File: src/logic/adc_port_pkg.sv
package adc_port_pkg;
  // ===========================================================
  // Data widths
  localparam int DATA_W      = 12;
  localparam int CHAN_W      = 3;
  localparam int FIFO_W      = DATA_W + CHAN_W;
  localparam int FIFO_DEPTH  = 16;
  // ===========================================================
  // Conversion timing
  localparam int CONV_EDGES  = 13;
  localparam int CNT_W       = 4;
  localparam logic [CNT_W-1:0] CNT_LAST = CNT_W'(CONV_EDGES);
  localparam logic [CNT_W-1:0] CNT_ONE  = 4'h1;
  localparam logic [CNT_W-1:0] CNT_ZERO = 4'h0;
  // ===========================================================
  // Bus layout
  localparam int LOW_LSB     = 0;
  localparam int BYTE_W      = 8;
  localparam int NIB_W       = 4;
  localparam int BIT8        = 8;
  localparam int CH_LSB      = 4;
  localparam int CH_MSB      = 6;
  localparam int TEN_ZERO_W  = 2;
  // ===========================================================
  // Reset values
  localparam logic [DATA_W-1:0] DATA_RST = 12'h000;
  localparam logic [CHAN_W-1:0] CHAN_RST = 3'h0;
  localparam logic [FIFO_W-1:0] WORD_RST = 15'h0000;
  // ===========================================================
  // States
  typedef enum logic [1:0] {CONV_IDLE, CONV_RUN, CONV_DONE} conv_state_t;
endpackage

File: src/logic/result_fifo.sv
module result_fifo #(
  parameter int WIDTH = 15,
  parameter int DEPTH = 16
) (
  input  wire logic             clk_sys,
  input  wire logic             rst_n,
  input  wire logic             inValid,
  output logic                  inReady,
  input  wire logic [WIDTH-1:0] inData,
  output logic                  outValid,
  input  wire logic             outReady,
  output logic      [WIDTH-1:0] outData
);
  localparam int AW = $clog2(DEPTH);
  logic [WIDTH-1:0] mem [DEPTH];
  logic [AW-1:0]    wrPtr_q, wrPtr_d, rdPtr_q, rdPtr_d;
  logic [AW:0]      count_q, count_d;
  logic             push, pop;

  // ===========================================================
  // Pointers and fill count
  always_comb begin
    push     = inValid && inReady;
    pop      = outValid && outReady;
    wrPtr_d  = push ? AW'(wrPtr_q + 1'b1) : wrPtr_q;
    rdPtr_d  = pop ? AW'(rdPtr_q + 1'b1) : rdPtr_q;
    count_d  = count_q;
    if (push && !pop) begin
      count_d = (AW+1)'(count_q + 1'b1);
    end else if (pop && !push) begin
      count_d = (AW+1)'(count_q - 1'b1);
    end
    inReady  = (count_q != (AW+1)'(DEPTH));
    outValid = (count_q != '0);
    outData  = mem[rdPtr_q];
  end

  always_ff @(posedge clk_sys) begin
    if (!rst_n) begin
      wrPtr_q <= '0;
      rdPtr_q <= '0;
      count_q <= '0;
    end else begin
      wrPtr_q <= wrPtr_d;
      rdPtr_q <= rdPtr_d;
      count_q <= count_d;
    end
  end

  always_ff @(posedge clk_sys) begin
    if (push) begin
      mem[wrPtr_q] <= inData;
    end
  end
endmodule

File: src/logic/adc_parallel_port_conv_ctrl.sv
module adc_parallel_port_conv_ctrl
  import adc_port_pkg::*;
#(
  parameter bit TEN_BIT = 1'b0
) (
  input  wire logic              clk_sys,
  input  wire logic              rst_n,
  input  wire logic              sample_start_n,
  input  wire logic              conversion_clock,
  input  wire logic              powerDownReq,
  input  wire logic [DATA_W-1:0] convResult,
  input  wire logic [CHAN_W-1:0] convChannel,
  input  wire logic              chipSelect_n,
  input  wire logic              readStrobe_n,
  input  wire logic              storeStrobe_n,
  input  wire logic              wordMode,
  input  wire logic [DATA_W-1:0] dataIn,
  output logic      [DATA_W-1:0] dataOut,
  output logic      [DATA_W-1:0] dataOe,
  output logic                   busy,
  output logic                   holdMode,
  output logic                   poweredUp,
  output logic      [DATA_W-1:0] writeWord,
  output logic                   writeStrobe,
  output logic                   resultValid
);
  // ===========================================================
  // Edge history
  conv_state_t       state_q, state_d;
  logic [CNT_W-1:0]  edges_q, edges_d;
  logic              startPrev_q, clkPrev_q, rdPrev_q, wrPrev_q;
  logic              startFall, startRise, clkRise, rdFall, wrFall;
  logic              busy_q, busy_d, hold_q, hold_d, power_q, power_d;
  logic [DATA_W-1:0] capRes_q, capRes_d;
  logic [CHAN_W-1:0] capCh_q, capCh_d;
  logic              fifoPush, fifoReady, fifoValid, fifoPop;
  logic [FIFO_W-1:0] fifoIn, fifoOut, rdWord_q, rdWord_d;
  logic [DATA_W-1:0] out_q, out_d, oe_q, oe_d, wrWord_q, wrWord_d;
  logic              wrStb_q, wrStb_d, upper_q, upper_d;
  logic              valid_q;

  always_ff @(posedge clk_sys) begin
    if (!rst_n) begin
      startPrev_q <= 1'b1;
      clkPrev_q   <= 1'b0;
      rdPrev_q    <= 1'b1;
      wrPrev_q    <= 1'b1;
    end else begin
      startPrev_q <= sample_start_n;
      clkPrev_q   <= conversion_clock;
      rdPrev_q    <= readStrobe_n || chipSelect_n;
      wrPrev_q    <= storeStrobe_n || chipSelect_n;
    end
  end

  assign startFall = startPrev_q && !sample_start_n;
  assign startRise = !startPrev_q && sample_start_n;
  assign clkRise   = !clkPrev_q && conversion_clock;
  assign rdFall    = rdPrev_q && !(readStrobe_n || chipSelect_n);
  assign wrFall    = wrPrev_q && !(storeStrobe_n || chipSelect_n);

  // ===========================================================
  // Conversion sequencing
  always_comb begin
    state_d  = state_q;
    edges_d  = edges_q;
    busy_d   = busy_q;
    hold_d   = hold_q;
    power_d  = power_q;
    capRes_d = capRes_q;
    capCh_d  = capCh_q;
    fifoPush = 1'b0;
    if (powerDownReq && !busy_q) begin
      power_d = 1'b0;
    end else if (startRise) begin
      power_d = 1'b1;
    end
    case (state_q)
      CONV_IDLE: begin
        if (startFall && power_q && fifoReady) begin
          hold_d  = 1'b1;
          busy_d  = 1'b1;
          edges_d = CNT_ZERO;
          state_d = CONV_RUN;
        end
      end
      CONV_RUN: begin
        if (clkRise) begin
          edges_d = CNT_W'(edges_q + CNT_ONE);
          if (edges_d == CNT_LAST) begin
            hold_d   = 1'b0;
            capRes_d = convResult;
            capCh_d  = convChannel;
            state_d  = CONV_DONE;
          end
        end
      end
      CONV_DONE: begin
        fifoPush = 1'b1;
        busy_d   = 1'b0;
        state_d  = CONV_IDLE;
      end
      default: begin
        state_d = CONV_IDLE;
      end
    endcase
  end

  always_ff @(posedge clk_sys) begin
    if (!rst_n) begin
      state_q  <= CONV_IDLE;
      edges_q  <= CNT_ZERO;
      busy_q   <= 1'b0;
      hold_q   <= 1'b0;
      power_q  <= 1'b1;
      capRes_q <= DATA_RST;
      capCh_q  <= CHAN_RST;
    end else begin
      state_q  <= state_d;
      edges_q  <= edges_d;
      busy_q   <= busy_d;
      hold_q   <= hold_d;
      power_q  <= power_d;
      capRes_q <= capRes_d;
      capCh_q  <= capCh_d;
    end
  end

  // ===========================================================
  // Result buffer
  assign fifoIn = {capCh_q, capRes_q};

  result_fifo #(
    .WIDTH (FIFO_W),
    .DEPTH (FIFO_DEPTH)
  ) u_fifo (
    .clk_sys  (clk_sys),
    .rst_n    (rst_n),
    .inValid  (fifoPush),
    .inReady  (fifoReady),
    .inData   (fifoIn),
    .outValid (fifoValid),
    .outReady (fifoPop),
    .outData  (fifoOut)
  );

  // ===========================================================
  // Parallel bus
  always_comb begin
    rdWord_d = rdWord_q;
    upper_d  = upper_q;
    out_d    = out_q;
    oe_d     = oe_q;
    wrWord_d = wrWord_q;
    wrStb_d  = 1'b0;
    fifoPop  = 1'b0;
    if (rdFall) begin
      upper_d = !wordMode && dataIn[BIT8];
      // Word pops on word read or low byte read
      if (fifoValid && (wordMode || !dataIn[BIT8])) begin
        rdWord_d = fifoOut;
        fifoPop  = 1'b1;
      end
    end
    if (readStrobe_n || chipSelect_n || !storeStrobe_n) begin
      oe_d  = '0;
      out_d = '0;
    end else begin
      out_d = '0;
      if (wordMode) begin
        out_d = rdWord_d[DATA_W-1:0];
        oe_d  = '1;
      end else if (upper_d) begin
        out_d[NIB_W-1:LOW_LSB] = rdWord_d[DATA_W-1:BYTE_W];
        out_d[CH_MSB:CH_LSB]   = rdWord_d[FIFO_W-1:DATA_W];
        oe_d                   = DATA_W'(8'hFF);
      end else begin
        out_d[BYTE_W-1:LOW_LSB] = rdWord_d[BYTE_W-1:LOW_LSB];
        oe_d                    = DATA_W'(8'hFF);
      end
      // shared pin input in byte mode
      if (!wordMode) begin
        oe_d[BIT8] = 1'b0;
      end
      // six data bits in low byte
      if (TEN_BIT && (wordMode || !upper_d)) begin
        out_d[TEN_ZERO_W-1:LOW_LSB] = '0;
      end
    end
    if (wrFall) begin
      wrStb_d = 1'b1;
      if (wordMode) begin
        wrWord_d = dataIn;
      end else if (dataIn[BIT8]) begin
        wrWord_d[DATA_W-1:BYTE_W] = dataIn[NIB_W-1:LOW_LSB];
      end else begin
        wrWord_d[BYTE_W-1:LOW_LSB] = dataIn[BYTE_W-1:LOW_LSB];
      end
    end
  end

  always_ff @(posedge clk_sys) begin
    if (!rst_n) begin
      rdWord_q <= WORD_RST;
      upper_q  <= 1'b0;
      out_q    <= DATA_RST;
      oe_q     <= DATA_RST;
      wrWord_q <= DATA_RST;
      wrStb_q  <= 1'b0;
      valid_q  <= 1'b0;
    end else begin
      rdWord_q <= rdWord_d;
      upper_q  <= upper_d;
      out_q    <= out_d;
      oe_q     <= oe_d;
      wrWord_q <= wrWord_d;
      wrStb_q  <= wrStb_d;
      valid_q  <= fifoValid;
    end
  end

  assign dataOut     = out_q;
  assign dataOe      = oe_q;
  assign busy        = busy_q;
  assign holdMode    = hold_q;
  assign poweredUp   = power_q;
  assign writeWord   = wrWord_q;
  assign writeStrobe = wrStb_q;
  assign resultValid = valid_q;
endmodule

File: config.mk
export PLATFORM = sky130hd
export DESIGN_NAME = adc_parallel_port_conv_ctrl
export DESIGN_NICKNAME = d
export VERILOG_FILES = /design/src/logic/adc_port_pkg.sv /design/src/logic/result_fifo.sv /design/src/logic/adc_parallel_port_conv_ctrl.sv
export SDC_FILE = /design/constraint.sdc
export NUM_CORES = 1
export LEC_CHECK = 0
export BUFFER_PORTS_ARGS = -buffer_cell sky130_fd_sc_hd__buf_2
export CAP_MARGIN = 20
export CELL_PAD_IN_SITES_DETAIL_PLACEMENT = 2
export CELL_PAD_IN_SITES_GLOBAL_PLACEMENT = 2
export CORE_MARGIN = 1.5
export CORE_UTILIZATION = 40
export DETAILED_ROUTE_END_ITERATION = 6
export PLACE_DENSITY_LB_ADDON = 0.1
export SKIP_CTS_REPAIR_TIMING = 1
export SLEW_MARGIN = 20
export SYNTH_ARGS = -nofsm -noshare
export SYNTH_HDL_FRONTEND = slang
export SYNTH_HIERARCHICAL = 1
export SYNTH_SLANG_ARGS = --single-unit
File: constraint.sdc
create_clock -name clk_sys -period 4.15 [get_ports clk_sys]
set_clock_uncertainty 0.05 [all_clocks]
set_input_delay 0.83 -clock clk_sys [delete_from_list [all_inputs] [get_ports clk_sys]]
set_output_delay 0.83 -clock clk_sys [all_outputs]
set_load 0.01 [all_outputs]
==> Word level (Yosys, flattened, before mapping) <==
Memory sizes are Yosys's and may differ from the RTL's. A register that Yosys moved wholly into a read port is not among the register bits.
Index checks and enable logic that the tools add are counted.
{ "totals": {"regBits": 95, "latch_bits": 0, "ramBits": 240, "mem_bits_ro": 0, "inputBits": 36, "output_inout_bits": 41, "wordCells": 119, "mem_count": 1} }
{ "classes": {"addsub": 5, "mul": 0, "div_mod_pow": 0, "magnitude_cmp": 0, "n_eq_ne": 8, "n_shift": 0, "mux": 34, "bitwise": 2, "reduce_logical": 45} }
{ "mem_list": {"columns": ["name", "depth", "width", "rd", "rd_clocked_by_memory_dff", "wr", "line", "rtl"], "rows": [
  ["u_fifo.mem", 16, 15, 1, 1, 1, "result_fifo.sv:15", "logic [WIDTH-1:0] mem [DEPTH];"]
]} }
{ "op_table": {"columns": ["cell", "count"], "rows": [
  ["15-bit 2-to-1 mux", 2],
  ["12-bit 2-to-1 mux", 2],
  ["4-bit 2-to-1 mux", 5],
  ["8-bit 2-to-1 mux", 2],
  ["1-bit logical AND", 14],
  ["1-bit 2-to-1 mux", 13],
  ["4-bit by 1-bit adder with 4-bit output (second input constant)", 3],
  ["1-bit zero test", 11],
  ["5-bit 2-to-1 mux", 2],
  ["2-bit nonzero test", 5],
  ["3-bit AND reduction", 3],
  ["2-bit != test (second input constant)", 4],
  ["4-bit one-hot mux with 2 select lines", 1],
  ["7-bit 2-to-1 mux", 1],
  ["2-bit 2-to-1 mux", 3],
  ["2-bit AND reduction", 3],
  ["5-bit by 1-bit adder with 5-bit output (second input constant)", 1],
  ["5-bit != test (second input constant)", 1],
  ["5-bit nonzero test", 1],
  ["5-bit by 1-bit subtractor with 5-bit output (second input constant)", 1],
  ["4-bit equality test (second input constant)", 1],
  ["1-bit logical OR", 4],
  ["1-bit one-hot mux with 2 select lines", 2],
  ["2-bit one-hot mux with 2 select lines", 1],
  ["other kinds (7)", 8]
]} }

==> Logic depth before layout (Yosys ltp) <==
{ "logic_depth": {"ltp_word": 9, "mapped_depth": 13, "ltp_nobuf": 12} }

==> Hierarchy <==
Netlist, hierarchy kept.
{ "modules_own_cells": {"columns": ["module", "instances", "cells_per_inst", "area_each_um2", "seq_area_each_um2"], "rows": [
  ["result_fifo", 1, 477, 9915.8, 7547.2],
  ["adc_parallel_port_conv_ctrl", 1, 321, 2986.6, 1461.4]
]} }

==> Worst setup path before layout <==
Ideal clock, no wire load.
{ "synth_path": {"kind": "input -> register", "start": "input wordMode", "end": "register u_fifo.count_q[3]", "setup_ps": 62, "t_arrival_ps": 3033, "required_time_ps": 4038, "slack_ps": 1005, "cell_stages": 13, "n_path_buf": 2, "path_cell_list": "buf_2 nand2b_1 nand4_1 inv_1 buf_2 o21ai_4 ha_1 inv_1 ha_1 a21o_2 a21oi_1 or4b_2 nand3_1"} }
{ "synth_via": {"elab_chain_cells": 8, "word_cells_on_any_way": 10, "cone_classes": "mux: 3; reduce/logical: 7"} }
{ "synth_rtl": {"columns": ["item", "line", "rtl"], "rows": [
  ["start, declared", "adc_parallel_port_conv_ctrl.sv:16", "input wire logic wordMode,"],
  ["1-bit logical OR (*)", "adc_parallel_port_conv_ctrl.sv:160", "if (fifoValid && (wordMode || !dataIn[BIT8])) begin"],
  ["1-bit logical AND (*)", "adc_parallel_port_conv_ctrl.sv:160", null],
  ["1-bit 2-to-1 mux (*)", "adc_parallel_port_conv_ctrl.sv:160", null],
  ["1-bit 2-to-1 mux (*)", "adc_parallel_port_conv_ctrl.sv:157", "if (rdFall) begin"],
  ["net fifoPop", "adc_parallel_port_conv_ctrl.sv:36", "logic fifoPush, fifoReady, fifoValid, fifoPop;"],
  ["1-bit logical AND (*)", "result_fifo.sv:24", "pop = outValid && outReady;"],
  ["1-bit zero test", "result_fifo.sv:28", "if (push && !pop) begin"],
  ["1-bit logical AND", "result_fifo.sv:28", null],
  ["5-bit 2-to-1 mux or 2-bit nonzero test (tied branches)", null, null],
  ["end signal, assigned", "result_fifo.sv:46", "count_q <= count_d;"],
  ["end, declared", "result_fifo.sv:17", "logic [AW:0] count_q, count_d;"]
]} }
The timed path passes the listed nets; every way through them passes the cells marked *.
A chain may end at the register's enable or synchronous reset.

==> Final worst setup path <==
{ "layout_path": {"start": "register u_fifo.count_q[0]", "end": "register u_fifo.count_q[3]"} }
{ "layout_via": {"elab_chain_cells": 8, "word_cells_on_any_way": 16, "cone_classes": "add/sub: 2; eq/ne: 1; mux: 4; reduce/logical: 9"} }
{ "layout_rtl": {"columns": ["item", "line", "rtl"], "rows": [
  ["5-bit nonzero test (*)", "result_fifo.sv:34", "outValid = (count_q != '0);"],
  ["net fifoValid", "adc_parallel_port_conv_ctrl.sv:36", null],
  ["1-bit logical AND", "adc_parallel_port_conv_ctrl.sv:160", null],
  ["1-bit 2-to-1 mux", "adc_parallel_port_conv_ctrl.sv:160", null],
  ["1-bit 2-to-1 mux", "adc_parallel_port_conv_ctrl.sv:157", null],
  ["1-bit logical AND (*)", "result_fifo.sv:24", null],
  ["1-bit zero test", "result_fifo.sv:28", null],
  ["1-bit logical AND", "result_fifo.sv:28", null],
  ["5-bit 2-to-1 mux or 2-bit nonzero test (tied branches)", null, null]
]} }
The timed path passes the listed nets; every way through them passes the cells marked *. The select of a mux whose other input is x is not followed.

==> flow_summary.ini <==
[run_status]
status = finished, final reports clean

[power_and_ir_drop]
ir_drop_v = 0.000391
p_sw_share_pct = 20.4
p_int_mw = 5.24
p_seq_share_pct = 53.3
total_power_mw = 6.59
p_sw_mw = 1.35
powerDensity_nw_per_um2 = 442
p_comb_share_pct = 1.7
p_clk_share_pct = 45.1
leakage_nw = 4.47

[layout]
final_common_cell = edfxtp_1
antenna_cells = 0
drive_gt1_share_pct = 26.0
final_cell_mix = 240 x edfxtp_1, 95 x nand2_1, 88 x dfxtp_1
fin_cells = 1320
area_growth_syn_to_layout_pct = 15.6
fin_util_pct = 47.1
final_cell_area_um2 = 14900
nets = 939

[cts]
clock_latency_ps = 520
numCtsBuffers = 36
clkSinkCount = 330
ctsRootBufferMaster = clkbuf_16
cts_tree = yes
clockBufferDepth = 3
h-tree-depth = 2
clk_pin_slew_worst_paths_ps = 60

[detailed_routing]
ant_nets = 0
wl_mm = 32.9
vias_per_cell = 5.42
dr_total_vias = 7151
drtIter0Drc = 463
firstDrtPassIters = 4
wire_per_inst_um = 24.9
drc = 0

[synth]
synth_area_um2 = 12900
avgSynthCellArea_um2 = 16.2
ys_ff_latch = 330
ys_seq_area_share_pct = 69.8
synth_edf_count = 240
synth_cell_types = 55
yosys_warnings = 6
ys.flop_type = edfxtp_1
synth_cells = 798
ys_async_sr_fraction_pct = 0
syn_nets = 846

[sta]
slew_headroom_pct = 30.5
hold_violations = 0
tightest_slew_ps = 1040
finalCritPeriodShare_pct = 75.2
timing.final.ws_setup_ps = 1030
timing.hold.ws_ps = 412
setup_tns_ps = 0
final-setup-viol-count = 0
grt_setup_unrepaired = false
report.final.slew_viol_count = 0
max_freq_ghz = 0.320
fin_crit_ps = 3120

[worst_hold_path]
worstHoldStart = rdWord_q[1]
hold_path_depth = 2
whs_endpoint = rdWord_q[1]
hp-class = reg -> reg

[critical_path]
critPathCaptureType = flop
r2r-end = u_fifo/count_q[3]
critPathArrivalTime_ps = 3520
crit_path_start_kind = flop
ff2ff_setup_slack_ps = 1030
r2r_cells = 12
path_max_fanout = 5
required_ps = 4550
cp-startpoint = u_fifo/count_q[0]
worstSetupPathType = reg -> reg
timing.rr.start = u_fifo/count_q[0]

[place]
place_worst_setup_slack_ps = 1000
dp_cells = 1255
placedInstanceArea_um2 = 13800
numPortBuffers = 76
gp_congestion = 0.764
hpwl_mm = 21.8

[grt]
grt_overflow = 0
grt_util_all_layers_pct = 20.4
grt_antenna_before_repair = 2
grt_pass1_vias = 8013
grt_pass1_wl_mm = 50.1
grt_max_degree = 61

[run]
cap_violations = 0

[floorplan]
fp.dieW_um = 183
initial_core_util_pct = 40.8
io_pins = 77
rows = 65
dieHeight_um = 183
core_area_um2 = 31600
die-area_um2 = 33300
## synth_stat cells (all sizes together) (4+ instances only)
library cell  count  area [um^2]
inv              13         48.8
nand2            95          357
a21boi           21          161
nand2b           10         62.6
nor2b            11         68.8
buf              23          150
nand3            14         70.1
a22oi            30          225
mux2i            36          373
edfxtp          240         7210
xnor2             6         52.6
o21a              4         30.0
dfxtp            90         1800
mux4             60         1350
nor3              6         30.0
ha               11          138
clkbuf           29          110
o21ai            13         76.3
a21oi            11         55.1
o211ai            4         43.8
and2             12         75.1
nor2             25         93.8
## routing by layer
layer	vias up	track usage [%]	share of wire (%)
li1	3219	-	-
met1	3706	25.0	41
met2	164	36.7	52
met3	58	3.89	5.1
met4	4	5.52	2.1
met5	-	0	0.12
## worst max-delay path: stages, from the launching register on
cell and delay, ps:
dfxtp_1 380, nor4_1 610, nand2_1 160, nand4_1 120, inv_1 90, o21ai_4 100
ha_1 220, inv_1 120, ha_1 290, a21o_2 120, a21oi_1 80, or4b_2 620
nand3_1 90
## area by class of cell
| cell class | count | area, um^2 |
|---|---|---|
| sequential | 330 | 9020 |
| clock inverter | 15 | 77.6 |
| tap | 402 | 503 |
| clock buffer | 50 | 1000 |
| timing repair buffer | 107 | 646 |
| inverter | 13 | 48.8 |
| fill | 2930 | 16700 |
| multi-input combinational | 403 | 3620 |
## state kept, by name, summed over array words and instances (netlist names), 2 cells and up, named ones only
register        flops
u_fifo/mem        240
rdWord_q           15
capRes_q           12
dataOut            12
writeWord          12
u_fifo/count_q      5
edges_q             4
u_fifo/rdPtr_q      4
u_fifo/wrPtr_q      4
capCh_q             3
dataOe              3
state_q             2
## how the worst max path moves through the flow
stage / end / cells after the start
finish: u_fifo/count_q[3] / 12
global route: u_fifo/count_q[3] / 12
CTS: u_fifo/count_q[3] / 12
detailed placement: u_fifo/count_q[3] / 12
global placement: u_fifo/count_q[3] / 12
floorplan: u_fifo/count_q[3] / 13
## kinds of logic (layout without fill, tap and decap cells)
family,Yosys count,after routing,share of synthesized area [%]
and+or+nand+nor,192,192,7.07
adders and majority gates,12,12,1.22
DFF,330,330,69.8
muxes,97,97,13.5
buffers and inverters,65,185,2.40
AOI/OAI and AO/OA,96,96,5.61
xor gates and xnor gates,6,6,0.407
## power by group through the flow
stage | Sequential (mW) | Clock, mW | Combinational [mW]
5_1_grt | 3.51 | 3.16 | 0.122
3_3_place_gp | 3.58 | 0 | 0.107
6_report | 3.51 | 2.97 | 0.110
4_1_cts | 3.51 | 3.04 | 0.114
2_1_floorplan | 3.58 | 0 | 0.0618
3_5_place_dp | 3.58 | 0 | 0.113
No activity file was read; power rests on OpenSTA's default activity.
